<file path="config.mk">
export PLATFORM = sky130hd
export DESIGN_NAME = anpr_regs
export DESIGN_NICKNAME = d
export VERILOG_FILES = /design/src/anpr_pkg.sv /design/src/anpr_regs.sv /design/src/anpr_pause_resolve.sv
export SDC_FILE = /design/constraint.sdc
export NUM_CORES = 1
export LEC_CHECK = 0
export ABC_CLOCK_PERIOD_IN_PS = 2200
export BUFFER_PORTS_ARGS = -buffer_cell sky130_fd_sc_hd__buf_4
export CORE_ASPECT_RATIO = 1.75
export CORE_UTILIZATION = 48
export CTS_BUF_LIST = sky130_fd_sc_hd__clkbuf_8
export DETAILED_ROUTE_END_ITERATION = 6
export GPL_TIMING_DRIVEN = 0
export MAX_ROUTING_LAYER = met4
export PLACE_DENSITY = 0.91
export SYNTH_ARGS = -nofsm -noshare
export SYNTH_HDL_FRONTEND = slang
export SYNTH_SLANG_ARGS = --single-unit
export TNS_END_PERCENT = 30
</file>
<file path="constraint.sdc">
create_clock -name ref_clk_i -period 2.2 [get_ports ref_clk_i]
set_input_delay 0.11 -clock ref_clk_i [delete_from_list [all_inputs] [get_ports ref_clk_i]]
set_output_delay 0.11 -clock ref_clk_i [all_outputs]
set_load 0.02 [all_outputs]
</file>
<file path="src/anpr_pkg.sv">
// Constants and carrier types for the advertisement and partner registers
package anpr_pkg;

    // ------------------------------------------------------------------
    // Register addresses
    // ------------------------------------------------------------------
    localparam logic [4:0] ADDR_ADVERT = 5'h04;
    localparam logic [4:0] ADDR_PARTNER = 5'h05;

    // ------------------------------------------------------------------
    // Bit positions, shared by both words
    // ------------------------------------------------------------------
    localparam int BIT_NEXT_PAGE = 15;
    localparam int BIT_ACK = 14;
    localparam int BIT_REMOTE_FAULT = 13;
    localparam int BIT_RSVD_12 = 12;
    localparam int BIT_ASYM_PAUSE = 11;
    localparam int BIT_PAUSE = 10;
    localparam int BIT_FOUR_PAIR = 9;
    localparam int BIT_FAST_FD = 8;
    localparam int BIT_FAST_HD = 7;
    localparam int BIT_SLOW_FD = 6;
    localparam int BIT_SLOW_HD = 5;
    localparam int SEL_MSB = 4;
    localparam int SEL_LSB = 0;

    // ------------------------------------------------------------------
    // Masks and reset values
    // ------------------------------------------------------------------
    localparam logic [15:0] ADVERT_WR_MASK = 16'hADFF;
    localparam logic [15:0] ADVERT_RESET = 16'h0061;
    localparam logic [4:0] SELECTOR_RESET = 5'h01;
    localparam logic [15:0] PARTNER_BASE_MASK = 16'hEFFF;
    localparam logic [15:0] PARTNER_RESET = 16'h0000;
    localparam logic [15:0] READ_ZERO = 16'h0000;

    // ------------------------------------------------------------------
    // Pause resolution status layout
    // ------------------------------------------------------------------
    localparam int PAUSE_RX_IDX = 1;
    localparam int PAUSE_TX_IDX = 0;
    localparam logic [1:0] PAUSE_NONE = 2'h0;

    // ------------------------------------------------------------------
    // Carrier types
    // ------------------------------------------------------------------
    typedef struct packed {
        logic wr;
        logic rd;
        logic [4:0] addr;
        logic [15:0] wdata;
    } anpr_mgmt_req_type;

    typedef struct packed {
        logic base_valid;
        logic next_valid;
        logic [15:0] word;
    } anpr_rx_page_type;

endpackage : anpr_pkg

</file>
<file path="src/anpr_regs.sv">
// Advertisement and link partner ability registers
`timescale 1ns/100ps
module anpr_regs (
    input wire logic ref_clk_i,
    input wire logic arst_n_i,
    input wire logic clk_en_i,
    input wire logic strap_fast_fd_i,
    input wire logic strap_fast_hd_i,
    input wire anpr_pkg::anpr_mgmt_req_type mgmt_req_i,
    input wire anpr_pkg::anpr_rx_page_type rx_page_i,
    input wire logic neg_complete_i,
    output logic [15:0] rd_data_o,
    output logic rd_valid_o,
    output logic [15:0] advert_word_o,
    output logic [15:0] partner_word_o,
    output logic [1:0] pause_status_o
);

    // ------------------------------------------------------------------
    // State
    // ------------------------------------------------------------------
    logic [15:0] negotiation_advertisement;
    logic [15:0] partner_ability_base_page;
    logic strap_done;
    logic [15:0] rd_data;
    logic rd_valid;

    // ------------------------------------------------------------------
    // Decode
    // ------------------------------------------------------------------
    wire logic hit_advert;
    wire logic hit_partner;
    wire logic wr_advert;
    wire logic rd_strobe;
    wire logic next_page_mode;
    wire logic load_base;
    wire logic load_next;
    logic [15:0] strapped_advert;
    wire logic [15:0] next_advert;
    wire logic [15:0] next_partner;
    wire logic [15:0] next_rd_data;

    assign hit_advert = mgmt_req_i.addr == anpr_pkg::ADDR_ADVERT;
    assign hit_partner = mgmt_req_i.addr == anpr_pkg::ADDR_PARTNER;
    assign wr_advert = mgmt_req_i.wr && hit_advert;
    assign rd_strobe = mgmt_req_i.rd;

    // ------------------------------------------------------------------
    // Advertisement word
    // ------------------------------------------------------------------
    // Straps are caught on the first enabled edge after reset (an advert write on that edge wins), not in
    // the reset branch, so the reset value stays a constant.
    always_comb begin
        strapped_advert = negotiation_advertisement;
        strapped_advert[anpr_pkg::BIT_FAST_FD] = strap_fast_fd_i;
        strapped_advert[anpr_pkg::BIT_FAST_HD] = strap_fast_hd_i;
    end

    // Fixed bits 14, 12 and 9 are masked out of every write
    assign next_advert = wr_advert ?
                         (mgmt_req_i.wdata & anpr_pkg::ADVERT_WR_MASK) :
                         !strap_done ? strapped_advert :
                         negotiation_advertisement;

    always_ff @(posedge ref_clk_i or negedge arst_n_i) begin
        if (!arst_n_i) begin
            negotiation_advertisement <= anpr_pkg::ADVERT_RESET;
            strap_done <= 1'b0;
        end else if (clk_en_i) begin
            negotiation_advertisement <= next_advert;
            strap_done <= 1'b1;
        end
    end

    // ------------------------------------------------------------------
    // Partner ability word
    // ------------------------------------------------------------------
    // A fresh base page always wins, since it marks a new negotiation.
    assign next_page_mode = neg_complete_i &&
        negotiation_advertisement[anpr_pkg::BIT_NEXT_PAGE] &&
        partner_ability_base_page[anpr_pkg::BIT_NEXT_PAGE];
    assign load_base = rx_page_i.base_valid;
    assign load_next = !rx_page_i.base_valid && rx_page_i.next_valid &&
                       next_page_mode;
    assign next_partner = load_base ?
                          (rx_page_i.word & anpr_pkg::PARTNER_BASE_MASK) :
                          load_next ? rx_page_i.word :
                          partner_ability_base_page;

    always_ff @(posedge ref_clk_i or negedge arst_n_i) begin
        if (!arst_n_i) begin
            partner_ability_base_page <= anpr_pkg::PARTNER_RESET;
        end else if (clk_en_i) begin
            partner_ability_base_page <= next_partner;
        end
    end

    // ------------------------------------------------------------------
    // Management read path
    // ------------------------------------------------------------------
    assign next_rd_data = !rd_strobe ? rd_data :
                          hit_advert ? negotiation_advertisement :
                          hit_partner ? partner_ability_base_page :
                          anpr_pkg::READ_ZERO;

    always_ff @(posedge ref_clk_i or negedge arst_n_i) begin
        if (!arst_n_i) begin
            rd_data <= anpr_pkg::READ_ZERO;
            rd_valid <= 1'b0;
        end else if (clk_en_i) begin
            rd_data <= next_rd_data;
            rd_valid <= rd_strobe;
        end
    end

    // ------------------------------------------------------------------
    // Pause resolution
    // ------------------------------------------------------------------
    // Duplex is not checked here; the link side ignores pause in half
    // duplex anyway.
    anpr_pause_resolve u_pause (
        .ref_clk_i(ref_clk_i),
        .arst_n_i(arst_n_i),
        .clk_en_i(clk_en_i),
        .complete_i(neg_complete_i),
        .local_pause_i(negotiation_advertisement[anpr_pkg::BIT_PAUSE]),
        .local_asym_i(negotiation_advertisement[anpr_pkg::BIT_ASYM_PAUSE]),
        .part_pause_i(partner_ability_base_page[anpr_pkg::BIT_PAUSE]),
        .part_asym_i(partner_ability_base_page[anpr_pkg::BIT_ASYM_PAUSE]),
        .pause_o(pause_status_o)
    );

    assign rd_data_o = rd_data;
    assign rd_valid_o = rd_valid;
    assign advert_word_o = negotiation_advertisement;
    assign partner_word_o = partner_ability_base_page;
endmodule : anpr_regs

</file>
<file path="src/anpr_pause_resolve.sv">
// Pause resolution between local and partner pause advertisements
`timescale 1ns/100ps
module anpr_pause_resolve (
    input wire logic ref_clk_i,
    input wire logic arst_n_i,
    input wire logic clk_en_i,
    input wire logic complete_i,
    input wire logic local_pause_i,
    input wire logic local_asym_i,
    input wire logic part_pause_i,
    input wire logic part_asym_i,
    output logic [1:0] pause_o
);

    // ------------------------------------------------------------------
    // Resolution table
    // ------------------------------------------------------------------
    wire logic both_sym;
    wire logic tx_only;
    wire logic rx_only;
    wire logic [1:0] next_pause;

    assign both_sym = local_pause_i && part_pause_i;
    assign tx_only = !local_pause_i && local_asym_i && part_pause_i &&
                     part_asym_i;
    assign rx_only = local_pause_i && local_asym_i && !part_pause_i &&
                     part_asym_i;
    // Nothing is resolved until negotiation has finished
    assign next_pause = !complete_i ? anpr_pkg::PAUSE_NONE :
                        {both_sym || rx_only, both_sym || tx_only};

    // ------------------------------------------------------------------
    // Status flop
    // ------------------------------------------------------------------
    always_ff @(posedge ref_clk_i or negedge arst_n_i) begin
        if (!arst_n_i) begin
            pause_o <= anpr_pkg::PAUSE_NONE;
        end else if (clk_en_i) begin
            pause_o <= next_pause;
        end
    end

endmodule : anpr_pause_resolve

</file>
-- After elaboration in Yosys (flattened, before gate mapping)
Cells that the tools add are included.
- register bits: 52
- bits of input ports: 47
- word-level logic and storage cells: 39
- equality and inequality tests: 3
- multiplexer cells: 7
- reduce and logical (&&, ||, !) cells: 22
- operators by type and width (operator ; count):
    16-bit two-way mux ; 5
    1-bit logical AND ; 12
    5-bit by 3-bit == test with 1-bit output, second input constant ; 2
    9-bit two-way mux ; 1
    2-bit AND reduction ; 4
    1-bit zero test ; 3
    1-bit logical OR ; 2
    2-bit two-way mux ; 1
    2-bit by 1-bit inequality test with 1-bit output, second input constant ; 1
    2-bit nonzero test ; 1

-- Depth between registers and ports, before layout
- depth in word-level cells: 6
- gate-level depth with buffers: 5

-- Cells and area by module
From an unflattened synthesis, not the netlist that was laid out.
- cells, all modules: 166
- area total of the unflattened synthesis: 2182.1 µm²
- modules (own cells, without submodules) (module ; times used ; cells an instance ; area each (µm²) ; sequential area each (µm²)):
    anpr_regs ; 1 ; 156 ; 2092.0 ; 1179.9
    anpr_pause_resolve ; 1 ; 10 ; 90.1 ; 50.0

-- Least setup slack after synthesis
Ideal clock, no wire load.
- path kind: flip-flop to flip-flop
- from: reg negotiation_advertisement[15] (netlist: advert_word_o[15])
- to: reg partner_ability_base_page[10] (netlist: partner_word_o[10])
- library setup time: 125 ps
- arrival: 1536 ps
- path slack: 539 ps
- cell stages (with the launch flop): 5
- period minus slack after synthesis: 1661 ps
- path through: dfrtp_1 > and4_1 > o21ai_2 > buf_2 > mux2_2
- cells in the longest elaborated chain, start to end: 5
- ends and longest elaborated chain (item ; line ; text):
    from (decl) ; anpr_regs.sv:22 ; logic [15:0] negotiation_advertisement;
    from (signal assigned) ; anpr_regs.sv:67 ; negotiation_advertisement <= anpr_pkg::ADVERT_RESET;
    from (signal assigned) ; anpr_regs.sv:70 ; negotiation_advertisement <= next_advert;
    1-bit logical AND ; anpr_regs.sv:79 ; assign next_page_mode = neg_complete_i &&
    1-bit logical AND ; anpr_regs.sv:80 ; negotiation_advertisement[anpr_pkg::BIT_NEXT_PAGE] &&
    1-bit logical AND ; anpr_regs.sv:83 ; assign load_next = !rx_page_i.base_valid && rx_page_i.next_valid &&
    2-bit nonzero test (no source line) ; -- ;
    2-bit AND reduction (no source line) ; -- ;
    to (signal assigned) ; anpr_regs.sv:92 ; partner_ability_base_page <= anpr_pkg::PARTNER_RESET;
    to (signal assigned) ; anpr_regs.sv:94 ; partner_ability_base_page <= next_partner;
    to (decl) ; anpr_regs.sv:23 ; logic [15:0] partner_ability_base_page;
No other way between the ends.
A chain may end at the register's enable or synchronous reset.

-- Worst setup path after layout
- from: reg partner_ability_base_page[15] (netlist: partner_word_o[15])
- to: reg partner_ability_base_page[9] (netlist: partner_word_o[9])
- cells in the longest elaborated chain, start to end: 4
- ends and longest elaborated chain (item ; line):
    1-bit logical AND ; anpr_regs.sv:80
    1-bit logical AND ; anpr_regs.sv:83
    2-bit nonzero test (no source line) ; --
    2-bit AND reduction (no source line) ; --
No other way between the ends.

==> impl_metrics.json <==
{
  "synth_flop_cell": "dfrtp_1",
  "hold_depth": 2,
  "cp_max_fo": 10,
  "cts_root_buf": "clkbuf_8",
  "status": "finished, final reports clean",
  "yosysWarnings": 0,
  "gp_congestion": 0.769,
  "initial_core_util_pct": 50.4,
  "vias": 1716,
  "p_comb_share_pct": 25.1,
  "hold_viol_final": 0,
  "fill_cells": 350,
  "drt_wl_total_um": 5310,
  "hold_path_class": "in2reg",
  "cts_setup_buffers": 0,
  "end_kind": "flop",
  "grt_max_degree": 50,
  "power_switching_uw": 623,
  "rr_startpoint": "partner_word_o[15]",
  "antenna_found_initial": 0,
  "dp.cells": 314,
  "hpwl_um": 4020,
  "cap_viol_max_count": 0,
  "crit_type": "reg2reg",
  "track_usage_pct": 23.7,
  "r2r_end": "partner_word_o[9]",
  "setup_viol_count_final": 0,
  "min_from": "rx_page_i[15]",
  "syn_to_final_growth_pct": 37.8,
  "clkPwrFrac_pct": 24.9,
  "p_int_uw": 1510,
  "seqPwrFrac_pct": 50.0,
  "fin_setup_tns_ns": 0,
  "grt_pass1_wl_um": 8050,
  "layoutNonFillerInstCount": 323,
  "syn_area_sq_um": 2220,
  "slew_viol_final": 0,
  "finalNetCount": 318,
  "fin_crit_sh_pct": 82.7,
  "synth_seq_cells": 49,
  "fmax_mhz": 550,
  "clock_latency_ns": 0.30,
  "worstSetupStartpointType": "flop",
  "cts_tree": "yes",
  "synthDistinctLibCells": 31,
  "rsz0062_at_grt": "false",
  "required_ns": 2.39,
  "relSlewSlack_pct": 58.8,
  "hold_path_end": "partner_word_o[15]",
  "fp.coreArea_sq_um": 4400,
  "diodes": 0,
  "htree_levels": 2,
  "die_x_um": 53.4,
  "post_drt_wl_per_cell_um": 16.4,
  "dr.pass1.iters": 4,
  "rr_worst_depth": 4,
  "cts_buffers": 5,
  "grt_overflow": 0,
  "synth-edff-count": 0,
  "drive_gt1_share_pct": 51.8,
  "async_flop_share_pct": 100,
  "clockBufferDepth": 2,
  "port_buffers": 89,
  "grt_pass1_vias": 1708,
  "power_density_nw_per_um2": 699,
  "skew_ns": 0.00418,
  "drt_iter0_markers": 19,
  "ant_nets": 0,
  "ff2ff_setup_slack_ns": 0.38,
  "clkTransAtPathRegs_ns": 0.09,
  "ir_worst_vdd_mv": 0.536,
  "syn_avg_cell_area_sq_um": 12.9,
  "power.leakage_uw": 0.00151,
  "clock-sinks": 49,
  "seq_area_frac_synth_pct": 55.4,
  "routed_via_density": 5.31,
  "crit_arrival_ns": 2.00,
  "floorplan.rows": 32,
  "worst_pin_slew_ns": 0.618,
  "io_pins": 98,
  "min_period_ns": 1.82,
  "die_height_um": 91.9,
  "switching_share_pct": 29.2,
  "drc": 0,
  "syn_inst": 172,
  "die_area_sq_um": 4910
}
==> final cells by class <==
cell class | instances | area (sq um) | area share [%]
plain buffers | 17 | 111 | 3.64
flip-flops and latches | 49 | 1230 | 40.2
clock inverters | 2 | 7.51 | 0.245
repair buffers | 90 | 678 | 22.2
multi-input cells | 105 | 873 | 28.6
well taps | 51 | 63.8 | 2.09
inverters | 3 | 11.3 | 0.368
clock buffers | 6 | 82.6 | 2.70
==> synth_stat cells, types with 3 or more instances <==
| library cell | count | area (sq um) |
|---|---|---|
| clkbuf_1 | 4 | 15.0 |
| nand3_1 | 5 | 25.0 |
| dfstp_2 | 3 | 78.8 |
| inv_1 | 3 | 11.3 |
| o21ai_0 | 4 | 20.0 |
| mux2i_1 | 13 | 130 |
| nand2_1 | 19 | 71.3 |
| mux2_2 | 16 | 180 |
| buf_2 | 4 | 20.0 |
| mux2_4 | 10 | 150 |
| dfrtp_1 | 46 | 1150 |
| o31ai_1 | 13 | 97.6 |
| buf_4 | 7 | 52.6 |
==> routing by layer <==
metal  part of all wire [%]  vias to the layer above  track usage, %
li1                       -                      801               -
met1                     37                      841            26.7
met2                     55                       61            39.4
met3                    4.0                       13            3.15
met4                    3.5                        0            11.8
met5                      0                        -               -
==> power by group through the flow <==
stage,sequential [uW],combinational (uW),clock [uW]
2_1_floorplan,1160,195,0
3_3_place_gp,1080,527,0
3_5_place_dp,1080,539,0
4_1_cts,1070,542,541
5_1_grt,1080,569,574
6_report,1070,537,532
==> sequential cells by signal, summed over array words and instances, names as in the netlist <==
| register | count |
|---|---|
| rd_data_o | 16 |
| u_pause.pause_o | 2 |
| rd_valid_o | 1 |
| strap_done | 1 |
| advert_word_o | 13 |
| partner_word_o | 16 |
==> critical path: stages (launching register included) <==
cell and delay [ns]:
dfrtp_1 0.42, and4_1 0.21, o21ai_2 0.34, buf_2 0.35, mux2_2 0.38
==> placed cells by master (no fill, tap or decap) <==
master         netlist  routed
mux2_4              10      10
dfrtp_1             46      46
buf_12               1       1
mux2i_1             13      13
a311oi_1             2       2
inv_1                3       5
dfstp_2              3       3
clkbuf_8             0       6
or2_2                1       1
nand3_1              5       5
and3_4               1       1
o21ai_2              1       1
and4b_1              2       2
nor3b_1              2       2
nand2_1             19      19
a21oi_1              2       2
dlygate4sd3_1        0       1
clkbuf_1             4       4
buf_1                1       1
mux2_2              16      16
o21ai_0              4       4
a211oi_1             2       2
nor2b_1              2       2
o22ai_1              2       2
nor2_1               1       1
nor4b_4              1       1
buf_4                7      96
o31ai_1             13      13
a22o_1               1       1
or4b_4               1       1
and4_1               1       1
conb_1               1       3
buf_2                4       4
==> what timing repair did <==
action,4_1_cts,5_1_grt
endpoints found under the hold margin,46,0
resized for setup,0,0
hold buffers,1,0
==> worst max-delay path by stage <==
stage | from | to | slack, ns | depth (start not counted)
CTS | partner_word_o[15] | partner_word_o[4] | 0.34 | 4
global placement | advert_word_o[15] | partner_word_o[7] | 0.38 | 4
detailed placement | advert_word_o[15] | partner_word_o[9] | 0.36 | 4
global route | advert_word_o[15] | partner_word_o[11] | 0.29 | 4
finish | partner_word_o[15] | partner_word_o[9] | 0.38 | 4
floorplan | advert_word_o[15] | partner_word_o[10] | 0.54 | 4
==> cells by family (layout without fill, tap and decap cells) <==
logic type / Yosys count / after routing / synth area share, %
AOI/OAI and AO/OA: 27 / 27 / 8.57
buffers and inverters: 20 / 118 / 5.53
DFF: 49 / 49 / 55.4
muxes: 39 / 39 / 20.8
other: 1 / 3 / 0.169
and+or+nand+nor: 36 / 36 / 9.53
==> stage by stage <==
| stage | cell area [sq um] | util [%] | setup WS [ns] | power [uW] | hold WS (ns) |
|---|---|---|---|---|---|
| final | 3060 | 69.4 | 0.381 | 2140 | 0.0342 |
| after global routing | 3060 | 69.4 | 0.286 | 2220 | 0.0314 |
| after CTS | 3060 | 69.4 | 0.341 | 2150 | 0.0295 |
| after detailed placement | 2960 | 67.2 | 0.356 | 1620 | 0.161 |
| after global placement | 2960 | 67.2 | 0.383 | 1600 | 0.155 |
| after floorplan | 2230 | - | 0.539 | 1360 | -0.186 |
Note: power is estimated with default switching activity, not from simulation.
